--- src/shared/sar_adc8_pkg.sv ---
// shared constants, carriers and helpers of the 8-bit converter control
package sar_adc8_pkg;

  // ****************************************
  // register addresses
  // ****************************************
  localparam logic [7:0] CFG_ADDR    = 8'hBC;
  localparam logic [7:0] RESULT_ADDR = 8'hBE;
  localparam logic [7:0] CTRL_ADDR   = 8'hE8;
  localparam logic [7:0] GT_ADDR     = 8'hC4;
  localparam logic [7:0] LT_ADDR     = 8'hC6;

  // ****************************************
  // reset values and field positions
  // ****************************************
  localparam logic [7:0] CFG_RESET    = 8'hF8;
  localparam logic [7:0] CTRL_RESET   = 8'h00;
  localparam logic [7:0] RESULT_RESET = 8'h00;
  localparam logic [7:0] LIMIT_RESET  = 8'h00;
  localparam int CFG_DIV_LSB    = 3;
  localparam int CFG_UNUSED_BIT = 2;
  localparam int CFG_GAIN_LSB   = 0;
  localparam int CTRL_EN_BIT    = 7;
  localparam int CTRL_TM_BIT    = 6;
  localparam int CTRL_DONE_BIT  = 5;
  localparam int CTRL_BUSY_BIT  = 4;
  localparam int CTRL_MODE_LSB  = 1;
  localparam int CTRL_WIN_BIT   = 0;
  localparam int DIV_BITS       = 5;
  localparam int GAIN_BITS      = 2;
  localparam int MODE_BITS      = 3;
  localparam int RESULT_BITS    = 8;

  // ****************************************
  // start modes and timing
  // ****************************************
  localparam logic [2:0] MODE_SW  = 3'h0;
  localparam logic [2:0] MODE_T3  = 3'h1;
  localparam logic [2:0] MODE_EXT = 3'h2;
  localparam logic [2:0] MODE_T2  = 3'h3;
  localparam int MODE_SIBLING_BIT = 2;
  localparam int LP_TRACK_CLKS    = 3;
  localparam int CONV_CLKS        = 8;
  localparam logic [7:0] SAR_FIRST_TRIAL = 8'h80;

  // ****************************************
  // carriers
  // ****************************************
  typedef struct packed {
    logic       wrEn;
    logic       rdEn;
    logic [7:0] addr;
    logic [7:0] wrData;
  } sfr_req_s;

  typedef enum logic [2:0] {
    ST_IDLE  = 3'b001,
    ST_TRACK = 3'b010,
    ST_CONV  = 3'b100
  } conv_state_e;

  // magnitude test under either number format
  function automatic logic isAbove(input logic [7:0] a, input logic [7:0] b,
                                   input logic isSigned);
    if (isSigned) begin
      return $signed(a) > $signed(b);
    end
    return a > b;
  endfunction

endpackage

--- src/design/sar_adc8_conversion_control.sv ---
// conversion control of the 8-bit successive-approximation converter
`timescale 1ns/100ps
`default_nettype none

// Behaviour
// - conversion clock is system clock over field+1
// - gain field drives amplifier gain code
// - unused config bit reads zero, writes ignored
// - enable low holds converter in shutdown
// - normal mode tracks continuously except converting
// - done flag set by hardware, cleared by software
// - busy high while converting, done on fall
// - busy write starts only in software mode
// - timer3, pin edge, timer2 start modes
// - sibling busy write starts in modes 1xx
// - low-power mode tracks three clocks, then converts
// - low-power pin mode tracks while pin low
// - window flag set by hardware, cleared by software
// - each result lands in data register
// - single-ended results and compares are unsigned
// - differential results and compares are signed
// - every result is checked against both limits
// - ordered limits flag results strictly inside
// - conversion takes eight conversion clocks
// - differential pairing selects two's complement output
module sar_adc8_conversion_control
  import sar_adc8_pkg::*;
#(
  parameter int unsigned TRACK_CLOCKS = LP_TRACK_CLKS
) (
  // clock and reset
  input  wire logic                 mclk,
  input  wire logic                 rst,
  // special function register access
  input  wire sfr_req_s             sfrReq,
  output logic [7:0]                sfrRdData,
  // start sources
  input  wire logic                 timer3Overflow,
  input  wire logic                 timer2Overflow,
  input  wire logic                 siblingBusyWrite,
  input  wire logic                 extConvStart,
  // channel configuration
  input  wire logic [3:0]           channelPairConfig,
  input  wire logic [2:0]           channelSelect,
  // analog core
  input  wire logic                 compAbove,
  output logic [RESULT_BITS-1:0]    sarTrialCode,
  output logic [GAIN_BITS-1:0]      ampGain,
  output logic                      trackEnable,
  output logic                      convActive,
  output logic                      shutdown,
  output logic                      sarConvClock
);

  if (TRACK_CLOCKS < 1 || TRACK_CLOCKS > 15) begin : gChk
    $error("track length must be 1 to 15 conversion clocks");
  end

  // ****************************************
  // register state
  // ****************************************
  logic [DIV_BITS-1:0]    sarClockDivide;
  logic [GAIN_BITS-1:0]   ampGainSelect;
  logic                   converterEnable;
  logic                   trackModeSelect;
  logic                   convDoneFlag;
  logic [MODE_BITS-1:0]   startModeSelect;
  logic                   windowMatchFlag;
  logic [7:0]             conversionResult;
  logic [7:0]             windowGreaterLimit;
  logic [7:0]             windowLessLimit;

  conv_state_e            state;
  conv_state_e            next_state;
  logic [3:0]             trackCnt;
  logic [2:0]             bitPos;
  logic                   extMeta;
  logic                   extSync;
  logic                   extPrev;
  logic                   extRise;
  logic                   trigger;
  logic                   busy;
  logic                   sarTick;
  logic                   convFinish;
  logic                   diffSel;
  logic [7:0]             rawFinal;
  logic [7:0]             finalCode;
  logic                   winMatch;
  logic                   wrCfg;
  logic                   wrCtrl;
  logic                   wrBusyOne;

  assign wrCfg     = sfrReq.wrEn && sfrReq.addr == CFG_ADDR;
  assign wrCtrl    = sfrReq.wrEn && sfrReq.addr == CTRL_ADDR;
  assign wrBusyOne = wrCtrl && sfrReq.wrData[CTRL_BUSY_BIT];

  // one decision step: keep or drop the bit under trial, then try the next
  function automatic logic [7:0] sarStep(input logic [7:0] code, input logic [2:0] pos,
                                         input logic above);
    logic [7:0] t;
    t = code;
    t[pos] = above;
    if (pos != 3'h0) begin
      t[pos - 3'h1] = 1'b1;
    end
    return t;
  endfunction

  // ****************************************
  // configuration and limit registers
  // ****************************************
  always_ff @(posedge mclk or posedge rst) begin
    if (rst) begin
      sarClockDivide <= CFG_RESET[CFG_DIV_LSB +: DIV_BITS];
      ampGainSelect  <= CFG_RESET[CFG_GAIN_LSB +: GAIN_BITS];
    end else if (wrCfg) begin
      sarClockDivide <= sfrReq.wrData[CFG_DIV_LSB +: DIV_BITS];
      ampGainSelect  <= sfrReq.wrData[CFG_GAIN_LSB +: GAIN_BITS];
    end
  end

  always_ff @(posedge mclk or posedge rst) begin
    if (rst) begin
      windowGreaterLimit <= LIMIT_RESET;
      windowLessLimit    <= LIMIT_RESET;
    end else begin
      if (sfrReq.wrEn && sfrReq.addr == GT_ADDR) begin
        windowGreaterLimit <= sfrReq.wrData;
      end
      if (sfrReq.wrEn && sfrReq.addr == LT_ADDR) begin
        windowLessLimit <= sfrReq.wrData;
      end
    end
  end

  always_ff @(posedge mclk or posedge rst) begin
    if (rst) begin
      converterEnable <= CTRL_RESET[CTRL_EN_BIT];
      trackModeSelect <= CTRL_RESET[CTRL_TM_BIT];
      startModeSelect <= CTRL_RESET[CTRL_MODE_LSB +: MODE_BITS];
    end else if (wrCtrl) begin
      converterEnable <= sfrReq.wrData[CTRL_EN_BIT];
      trackModeSelect <= sfrReq.wrData[CTRL_TM_BIT];
      startModeSelect <= sfrReq.wrData[CTRL_MODE_LSB +: MODE_BITS];
    end
  end

  // ****************************************
  // sticky flags and result register: a completion, for the window flag a matching one, wins over a write in the same cycle
  // ****************************************
  always_ff @(posedge mclk or posedge rst) begin
    if (rst) begin
      convDoneFlag <= CTRL_RESET[CTRL_DONE_BIT];
    end else if (convFinish) begin
      convDoneFlag <= 1'b1;
    end else if (wrCtrl) begin
      convDoneFlag <= sfrReq.wrData[CTRL_DONE_BIT];
    end
  end

  always_ff @(posedge mclk or posedge rst) begin
    if (rst) begin
      windowMatchFlag <= CTRL_RESET[CTRL_WIN_BIT];
    end else if (convFinish && winMatch) begin
      windowMatchFlag <= 1'b1;
    end else if (wrCtrl) begin
      windowMatchFlag <= sfrReq.wrData[CTRL_WIN_BIT];
    end
  end

  always_ff @(posedge mclk or posedge rst) begin
    if (rst) begin
      conversionResult <= RESULT_RESET;
    end else if (convFinish) begin
      conversionResult <= finalCode;
    end else if (sfrReq.wrEn && sfrReq.addr == RESULT_ADDR) begin
      conversionResult <= sfrReq.wrData;
    end
  end

  // ****************************************
  // register read port
  // ****************************************
  always_ff @(posedge mclk or posedge rst) begin
    if (rst) begin
      sfrRdData <= 8'h00;
    end else if (sfrReq.rdEn) begin
      case (sfrReq.addr)
        CFG_ADDR:    sfrRdData <= {sarClockDivide, 1'b0, ampGainSelect};
        CTRL_ADDR:   sfrRdData <= {converterEnable, trackModeSelect, convDoneFlag, busy,
                                   startModeSelect, windowMatchFlag};
        RESULT_ADDR: sfrRdData <= conversionResult;
        GT_ADDR:     sfrRdData <= windowGreaterLimit;
        LT_ADDR:     sfrRdData <= windowLessLimit;
        default:     sfrRdData <= 8'h00;
      endcase
    end
  end

  // ****************************************
  // start sources
  // ****************************************
  always_ff @(posedge mclk or posedge rst) begin
    if (rst) begin
      // reset at the pin's idle high level so a high pin gives no false edge
      extMeta <= 1'b1;
      extSync <= 1'b1;
      extPrev <= 1'b1;
    end else begin
      extMeta <= extConvStart;
      extSync <= extMeta;
      extPrev <= extSync;
    end
  end

  assign extRise = extSync && !extPrev;

  always_comb begin
    if (startModeSelect[MODE_SIBLING_BIT]) begin
      trigger = siblingBusyWrite;
    end else begin
      case (startModeSelect)
        MODE_SW:  trigger = wrBusyOne;
        MODE_T3:  trigger = timer3Overflow;
        MODE_EXT: trigger = extRise;
        MODE_T2:  trigger = timer2Overflow;
        default:  trigger = 1'b0;
      endcase
    end
  end

  // ****************************************
  // conversion sequencer
  // ****************************************
  assign busy = state != ST_IDLE;

  sar_clock_divider #(
    .WIDTH (DIV_BITS)
  ) uDivider (
    .mclk   (mclk),
    .rst    (rst),
    .run    (busy),
    .divide (sarClockDivide),
    .tick   (sarTick)
  );

  assign convFinish = state == ST_CONV && sarTick && bitPos == 3'h0;

  always_comb begin
    next_state = state;
    case (state)
      ST_IDLE: begin
        if (trigger) begin
          // the pin edge itself ends tracking in low-power pin mode
          if (trackModeSelect && startModeSelect != MODE_EXT) begin
            next_state = ST_TRACK;
          end else begin
            next_state = ST_CONV;
          end
        end
      end
      ST_TRACK: begin
        if (sarTick && trackCnt == 4'h1) begin
          next_state = ST_CONV;
        end
      end
      ST_CONV: begin
        if (convFinish) begin
          next_state = ST_IDLE;
        end
      end
      default: next_state = ST_IDLE;
    endcase
    // disabling aborts a conversion without flagging it
    if (!converterEnable) begin
      next_state = ST_IDLE;
    end
  end

  always_ff @(posedge mclk or posedge rst) begin
    if (rst) begin
      state <= ST_IDLE;
    end else begin
      state <= next_state;
    end
  end

  always_ff @(posedge mclk or posedge rst) begin
    if (rst) begin
      trackCnt <= 4'h0;
    end else if (state != ST_TRACK) begin
      trackCnt <= 4'(TRACK_CLOCKS);
    end else if (sarTick) begin
      trackCnt <= trackCnt - 4'h1;
    end
  end

  always_ff @(posedge mclk or posedge rst) begin
    if (rst) begin
      sarTrialCode <= 8'h00;
      bitPos       <= 3'h0;
    end else if (next_state == ST_CONV && state != ST_CONV) begin
      sarTrialCode <= SAR_FIRST_TRIAL;
      bitPos       <= 3'(RESULT_BITS - 1);
    end else if (state == ST_CONV && sarTick) begin
      sarTrialCode <= sarStep(sarTrialCode, bitPos, compAbove);
      bitPos       <= bitPos - 3'h1;
    end
  end

  // ****************************************
  // result format and window
  // ****************************************
  assign diffSel   = channelPairConfig[channelSelect[2:1]];
  assign rawFinal  = sarStep(sarTrialCode, bitPos, compAbove);
  // the core's offset-binary code becomes two's complement by its top bit
  assign finalCode = diffSel ? {~rawFinal[7], rawFinal[6:0]} : rawFinal;

  window_compare uWindow (
    .result       (finalCode),
    .greaterLimit (windowGreaterLimit),
    .lessLimit    (windowLessLimit),
    .signedMode   (diffSel),
    .match        (winMatch)
  );

  assign ampGain      = ampGainSelect;
  assign shutdown     = !converterEnable;
  assign convActive   = state == ST_CONV;
  assign sarConvClock = sarTick;
  assign trackEnable  = converterEnable && (trackModeSelect
                      ? (state == ST_TRACK || (state == ST_IDLE
                         && startModeSelect == MODE_EXT && !extSync))
                      : state == ST_IDLE);

  // ****************************************
  // checks
  // ****************************************
  logic [3:0] trackTicks;
  logic [3:0] convTicks;

  always_ff @(posedge mclk or posedge rst) begin
    if (rst) begin
      trackTicks <= 4'h0;
      convTicks  <= 4'h0;
    end else begin
      trackTicks <= (state != ST_TRACK) ? 4'h0 : trackTicks + 4'(sarTick);
      convTicks  <= (state != ST_CONV) ? 4'h0 : convTicks + 4'(sarTick);
    end
  end
endmodule

`default_nettype wire

--- src/design/sar_clock_divider.sv ---
// conversion clock strobe derived from the system clock
`timescale 1ns/100ps
`default_nettype none

module sar_clock_divider
  import sar_adc8_pkg::*;
#(
  parameter int WIDTH = DIV_BITS
) (
  // clock and reset
  input  wire logic             mclk,
  input  wire logic             rst,
  // control
  input  wire logic             run,
  input  wire logic [WIDTH-1:0] divide,
  // strobe
  output logic                  tick
);

  if (WIDTH < 1) begin : gChk
    $error("divider width must be at least one");
  end

  logic [WIDTH-1:0] count;
  logic [WIDTH-1:0] sinceTick;

  // held at zero while idle so each conversion starts on a full period
  always_ff @(posedge mclk or posedge rst) begin
    if (rst) begin
      count <= '0;
    end else if (!run || count == divide) begin
      count <= '0;
    end else begin
      count <= count + WIDTH'(1);
    end
  end

  assign tick = run && (count == divide);

  always_ff @(posedge mclk or posedge rst) begin
    if (rst) begin
      sinceTick <= '0;
    end else if (!run || tick) begin
      sinceTick <= '0;
    end else begin
      sinceTick <= sinceTick + WIDTH'(1);
    end
  end
endmodule

`default_nettype wire

--- src/design/window_compare.sv ---
// window limit comparison of one conversion result
`timescale 1ns/100ps
`default_nettype none

module window_compare
  import sar_adc8_pkg::*;
(
  // operands
  input  wire logic [7:0] result,
  input  wire logic [7:0] greaterLimit,
  input  wire logic [7:0] lessLimit,
  input  wire logic       signedMode,
  // verdict
  output logic            match
);

  logic aboveGt;
  logic belowLt;
  logic ordered;

  assign aboveGt = isAbove(result, greaterLimit, signedMode);
  assign belowLt = isAbove(lessLimit, result, signedMode);
  // limits in order pick an inside window, otherwise an outside one
  assign ordered = isAbove(lessLimit, greaterLimit, signedMode);
  assign match   = ordered ? (aboveGt && belowLt) : (aboveGt || belowLt);

endmodule

`default_nettype wire

--- config.mk ---
export PLATFORM = sky130hd
export DESIGN_NAME = sar_adc8_conversion_control
export DESIGN_NICKNAME = d
export VERILOG_FILES = /design/src/shared/sar_adc8_pkg.sv /design/src/design/sar_adc8_conversion_control.sv /design/src/design/sar_clock_divider.sv /design/src/design/window_compare.sv
export SDC_FILE = /design/constraint.sdc
export NUM_CORES = 1
export LEC_CHECK = 0
export BUFFER_PORTS_ARGS = -buffer_cell sky130_fd_sc_hd__buf_4
export CAP_MARGIN = 20
export CORE_MARGIN = 8
export CORE_UTILIZATION = 40
export CTS_CLUSTER_SIZE = 8
export DETAILED_ROUTE_END_ITERATION = 10
export PLACE_DENSITY = 0.63
export SETUP_SLACK_MARGIN = 0.1
export SYNTH_ARGS = -nofsm -noshare
export SYNTH_HDL_FRONTEND = slang
export SYNTH_HIERARCHICAL = 1
export SYNTH_SLANG_ARGS = --single-unit
--- constraint.sdc ---
create_clock -name mclk -period 4.65 [get_ports mclk]
set_input_delay 0.2325 -clock mclk [delete_from_list [all_inputs] [get_ports mclk]]
set_output_delay 0.2325 -clock mclk [all_outputs]
set_load 0.01 [all_outputs]
Yosys cells after proc, flatten, opt, wreduce, memory -nomap -nowiden --
Cells that the tools add are included.
Operators by class: $add $sub $neg 3, magnitude comparators 11, equality and inequality tests 18, multiplexer cells 40, bitwise operators 2, reduce and logical (&&, ||, !) cells 35
Operators with widths (number):
- 8-bit > comparator | 6
- 8-bit two-way mux | 6
- 8-bit equality test (second input constant) | 5
- 8-bit one-hot mux with 5 select lines | 1
- 3-bit two-way mux | 7
- 1-bit logical AND | 20
- 1-bit two-way mux | 17
- 2-bit nonzero test | 5
- 3-bit by 2-bit equality test with 1-bit output (second input constant) | 3
- 3-bit one-hot mux with 3 select lines | 1
- 8-bit bitwise mux | 1
- 3-bit by 4-bit less-than comparator with 1-bit output (second input constant) | 2
- 4-bit two-way mux | 2
- 8-bit bitwise OR | 1
- 1-bit demux with 3-bit select | 2
- 3-bit by 1-bit equality test with 1-bit output (second input constant) | 2
- 3-bit equality test (second input constant) | 2
- 3-bit by 1-bit greater-or-equal comparator with 1-bit output (second input constant) | 2
- 3-bit logical NOT | 2
- 3-bit by 2-bit != test with 1-bit output (second input constant) | 2
- 5-bit by 1-bit adder with 5-bit output (second input constant) | 1
- 5-bit equality test | 1
- 5-bit two-way mux | 1
- 4-bit by 1-bit equality test with 1-bit output (second input constant) | 1
- 11 further kinds | 16
Storage, ports and cells: register bits after elaboration 72, input bits 32, word-level logic and storage cells 128

Logic depth before layout (Yosys ltp) --
depth after elaboration 16, mapped depth 18, depth with buffers taken out 16

By module --
Netlist, hierarchy kept.
By module, submodules not included:
- sar_adc8_conversion_control | instances 1, cells an instance 343, area each 3657.3 um^2, seq. area each 1687.9 um^2
- window_compare | instances 1, cells an instance 81, area each 645.6 um^2, seq. area each 0.0 um^2
- sar_clock_divider | instances 1, cells an instance 29, area each 295.3 um^2, seq. area each 125.1 um^2

Worst setup path after synthesis --
Ideal clock, no wire load.
kind reg-to-reg, start point reg bitPos[1], end point reg windowMatchFlag, setup time 0.120 ns, arrival 3.415 ns, required time 4.530 ns, setup slack 1.115 ns, stages on the path, launching flop included 19, path buffers 2, cells stage by stage dfrtp_1 -> clkbuf_1 -> inv_2 -> ha_1 -> clkbuf_1 -> nor3b_1 -> a21o_1 -> a21oi_1 -> o21ai_0 -> inv_1 -> ha_1 -> nor2b_1 -> o211ai_1 -> nand3_1 -> xor2_1 -> o221a_1 -> maj3_2 -> nand3_1 -> nand2_1
RTL lines:
- start: declaration | line sar_adc8_conversion_control.sv:76 | logic [2:0] bitPos;
- start signal: assignment | line sar_adc8_conversion_control.sv:304 | bitPos <= 3'(RESULT_BITS - 1);
- start signal: assignment | line sar_adc8_conversion_control.sv:307 | bitPos <= bitPos - 3'h1;
- 3-bit by 1-bit subtractor with 3-bit output, or another cell as far along | line sar_adc8_conversion_control.sv:104 | t[pos - 3'h1] = 1'b1;
- 3-bit by 4-bit less-than comparator with 1-bit output (implied by the code), or another cell as far along | line sar_adc8_conversion_control.sv:104
- 1-bit logical AND (implied by the code) or 1-bit two-way mux (tied branches) | line sar_adc8_conversion_control.sv:104, sar_adc8_conversion_control.sv:102
- 1-bit two-way mux (implied by the code) or 1-bit demux with 3-bit select (tied branches) | line sar_adc8_conversion_control.sv:104, sar_adc8_conversion_control.sv:102
- 1-bit demux with 3-bit select or 8-bit bitwise mux (tied branches) | line sar_adc8_conversion_control.sv:104, sar_adc8_conversion_control.sv:102
- 8-bit bitwise OR (no source line)
- 8-bit two-way mux (*) | line sar_adc8_conversion_control.sv:103 | if (pos != 3'h0) begin
- 8-bit two-way mux (*) | line sar_adc8_conversion_control.sv:317 | assign finalCode = diffSel ? {~rawFinal[7], rawFinal[6:0]} : rawFinal;
- net finalCode[1] | line sar_adc8_conversion_control.sv:87 | logic [7:0] finalCode;
- 8-bit > comparator | line sar_adc8_pkg.sv:66 | return $signed(a) > $signed(b);
- 1-bit two-way mux | line sar_adc8_pkg.sv:65 | if (isSigned) begin
- 1-bit two-way mux | line sar_adc8_pkg.sv:68 | return a > b;
- 1-bit logical OR or 1-bit logical AND (tied branches) | line window_compare.sv:25 | assign match = ordered ? (aboveGt && belowLt) : (aboveGt || belowLt);
- 1-bit two-way mux (*) | line window_compare.sv:25
- net winMatch | line sar_adc8_conversion_control.sv:88 | logic winMatch;
- 1-bit logical AND (*) | line sar_adc8_conversion_control.sv:164 | end else if (convFinish && winMatch) begin
- 1-bit two-way mux or 2-bit nonzero test (tied branches)
- end signal: assignment | line sar_adc8_conversion_control.sv:163 | windowMatchFlag <= CTRL_RESET[CTRL_WIN_BIT];
- end signal: assignment | line sar_adc8_conversion_control.sv:167 | windowMatchFlag <= sfrReq.wrData[CTRL_WIN_BIT];
- end: declaration | line sar_adc8_conversion_control.sv:68 | logic windowMatchFlag;
Mark *: on every way through the listed nets, which the timed path passes. The rest lies on a longest branch. The select of a mux whose other input is x is not followed. A chain may end at the register's enable or synchronous reset.

Final worst setup path --
Ends and elaborated chain as after synthesis.

==> metrics.cfg <==
[setup_path]
crit_chain = inv_2, ha_1, nor3b_1, a21o_1, a21oi_1, o21ai_0, inv_1, ha_1, nor2b_1, o211ai_1, nand3_1, xor2_1, o221a_1, maj3_2, nand3_1, nand2_1
cp.required_ns = 4.88
cpPeakStageDelay_ns = 0.49
crit_family = adder cells
critPathSlowestCell = dfrtp_1
path_buf_inv = 2
cp.arrival_ns = 4.16
cp-end-kind = flop
crit_fanout = 9
worstSetupPathType = flop to flop
cp-start-kind = flop

[cts]
cts_buffer_depth = 2
clock_tree.htree_level_count = 3
cts.sink_count = 72
cts_resized = 0
clk_latency_ns = 0.34
cts_root_buf = clkbuf_16
cts.clk_slew.worst_paths_ns = 0.06
cts_tree = done
postCtsHoldBufs = 2
cts_buffers = 9
post_cts_buffers = 0

[sta]
fmax_ghz = 0.255
max_slew.worst_pin.slew_ns = 0.961
tns_ns = 0
setup_viol = 0
fin_crit_ns = 3.93
post-route-period-util = 0.844
slew_headroom = 0.357
hold_viol = 0
slew_violations = 0
fin_worst_skew_ns = 0.00688
rsz0062_at_grt = false

[cells_and_area]
antenna_cells = 0
finalNetCount = 566
drive_above_1_share = 0.204
design_area_um2 = 5490
final_common_cell = dfrtp_1
final_cell_mix = dfrtp_1 (63), buf_4 (56), mux2_1 (34)
syn_to_final_growth_pct = 19.4

[placed_design]
placed_area_um2 = 5120
dp_hpwl_mm = 8.76
io_buffers = 52
place_congestion = 0.869

[power_and_ir_drop]
netSwitchingFraction = 0.233
p_int_mw = 1.29
p_clk_frac = 0.476
ir_drop_mv = 0.244
cellLeakagePower_nw = 2.60
p_sw_mw = 0.393
pwr-share-comb = 0.119
power_frac_seq = 0.404
powerDensity_nw_per_um2 = 307

[die]
rows = 39
ios = 54
die_area_um2 = 15200
die_x_um = 123
start_util = 0.406
core_area_um2 = 11300
die_h_um = 123

[drt]
drt_first_pass_iters = 6
drtIter0Drc = 239
viasPerCell = 5.57
wl_per_cell_um = 17.4
drt-total-wl_mm = 11.4
drc = 0
dr_total_vias = 3636
final_antenna_net_count = 0

[yosys]
synth_ff_type = dfrtp_1
ys_warn_count = 6
synth_edf_count = 0
synthArstFlopShare = 1.00
synth.area.top_cells = dfrtp_1 (34%), mux2_1 (8.3%), ha_1 (7.9%), dfstp_2 (5.1%), nand2_1 (2.7%)
synthXorXnorAreaFrac = 0.0321
synth-simple-area-share = 0.168
ys_types = 76
synth_top_area_share = 0.343
syn_inst = 453
synth_seq_cells = 72
synth_adder_area_share = 0.0814
syn-num-nets = 514
ys_seq_area_frac = 0.394
synth.avg_cell_area_um2 = 10.2
synth_area_um2 = 4600
synth_compound_area_frac = 0.158
synthMuxAreaShare = 0.125
synth_top_family_by_area = simple AND/OR/NAND/NOR gates
netlist.top_cell.by_area = dfrtp_1

[global_route]
grt_overflow = 0
use_met3 = 0.0352
grt_antenna_before_repair = 0
met1_usage = 0.204
grt_max_degree = 68
grt_use_met2 = 0.251
grt_usage = 0.157
grt_pass1_vias = 3671
grt-busiest-layer = met2
grt_pass1_wl_mm = 18.6

[job]
maxCapViolCount = 0

[hold_path]
hold_class = input port to flop

[run_status]
status = finished clean

[logic make-up (layout without fill, tap and decap cells)]
family,count (synthesis),after routing
mux,51,51
compound gates,103,103
buf+inv,48,105
fa+ha+maj,30,30
xor+xnor,16,16
flops,72,72
simple gates,133,133
[registers in the layout, indices dropped and copies added, names as in the netlist, 2 cells and up]
register and count:
windowGreaterLimit 8, sarClockDivide 5, sfrRdData 8, windowLessLimit 8
uDivider/count 5, bitPos 3, state 3, trackCnt 4
ampGain 2, startModeSelect 3, conversionResult 8, sarTrialCode 8
[synth_stat cells (all sizes together) (4+ instances only)]
cell and count:
nor4 4, ha 29, xor2 8, o21ai 19, buf 7, clkbuf 10, a22o 11, a21o 7
inv 31, nor2b 8, nor3 6, nand2 34, nand4 5, nor2 29, a31oi 8, xnor2 8
nand3 7, mux2i 10, o211ai 5, a21oi 21, mux2 40, dfstp 9, dfrtp 63, nand2b 7
nor3b 7
[worst paths after layout]
path | cells past startpoint | endpoint | slack (ns) | from
setup / recovery | 16 | windowMatchFlag | 0.72 | bitPos[1]
hold / removal | 2 | startModeSelect[1] | 0.14 | sfrReq[2]
setup reg to reg | 16 | windowMatchFlag | 0.72 | bitPos[1]
hold reg to reg | 0 | extSync | 0.36 | extMeta
max in group asynchronous | 4 | sarTrialCode[6] | 3.39 | rst
min in group asynchronous | 3 | uDivider/count[3] | 0.35 | rst
[layout make-up]
| class | instances | area, um^2 |
|---|---|---|
| fillers | 1079 | 5830 |
| multi-input cells | 333 | 2590 |
| flip-flops and latches | 72 | 1810 |
| repair buffers | 58 | 440 |
| clock buffers | 11 | 243 |
| well taps | 143 | 179 |
| inverters | 31 | 116 |
| clock inverters | 5 | 104 |
[metal layers]
layer,up-vias,wire (um)
met2,65,5340
li1,1764,-
met5,-,0
met4,0,190
met1,1790,5400
met3,17,442
[per-stage QoR]
step                      cells   util  hold WS, ns  total power, mW  setup WS [ns]
after floorplan             453      -       0.0110            0.813           1.12
after global placement      635  0.453        0.155            0.885          0.892
after detailed placement    635  0.453        0.159            0.893          0.787
after CTS                   653  0.485        0.129             1.70          0.763
after global routing        653  0.485        0.143             1.76          0.446
final                       653  0.485        0.137             1.69          0.725
[power by group through the flow]
stage | Clock [mW] | Combinational [mW] | Sequential (mW)
2_1_floorplan | 0 | 0.127 | 0.686
6_report | 0.803 | 0.201 | 0.682
4_1_cts | 0.817 | 0.203 | 0.681
3_5_place_dp | 0 | 0.201 | 0.692
3_3_place_gp | 0 | 0.194 | 0.691
5_1_grt | 0.850 | 0.225 | 0.684
(Power assumes the default switching activity.)
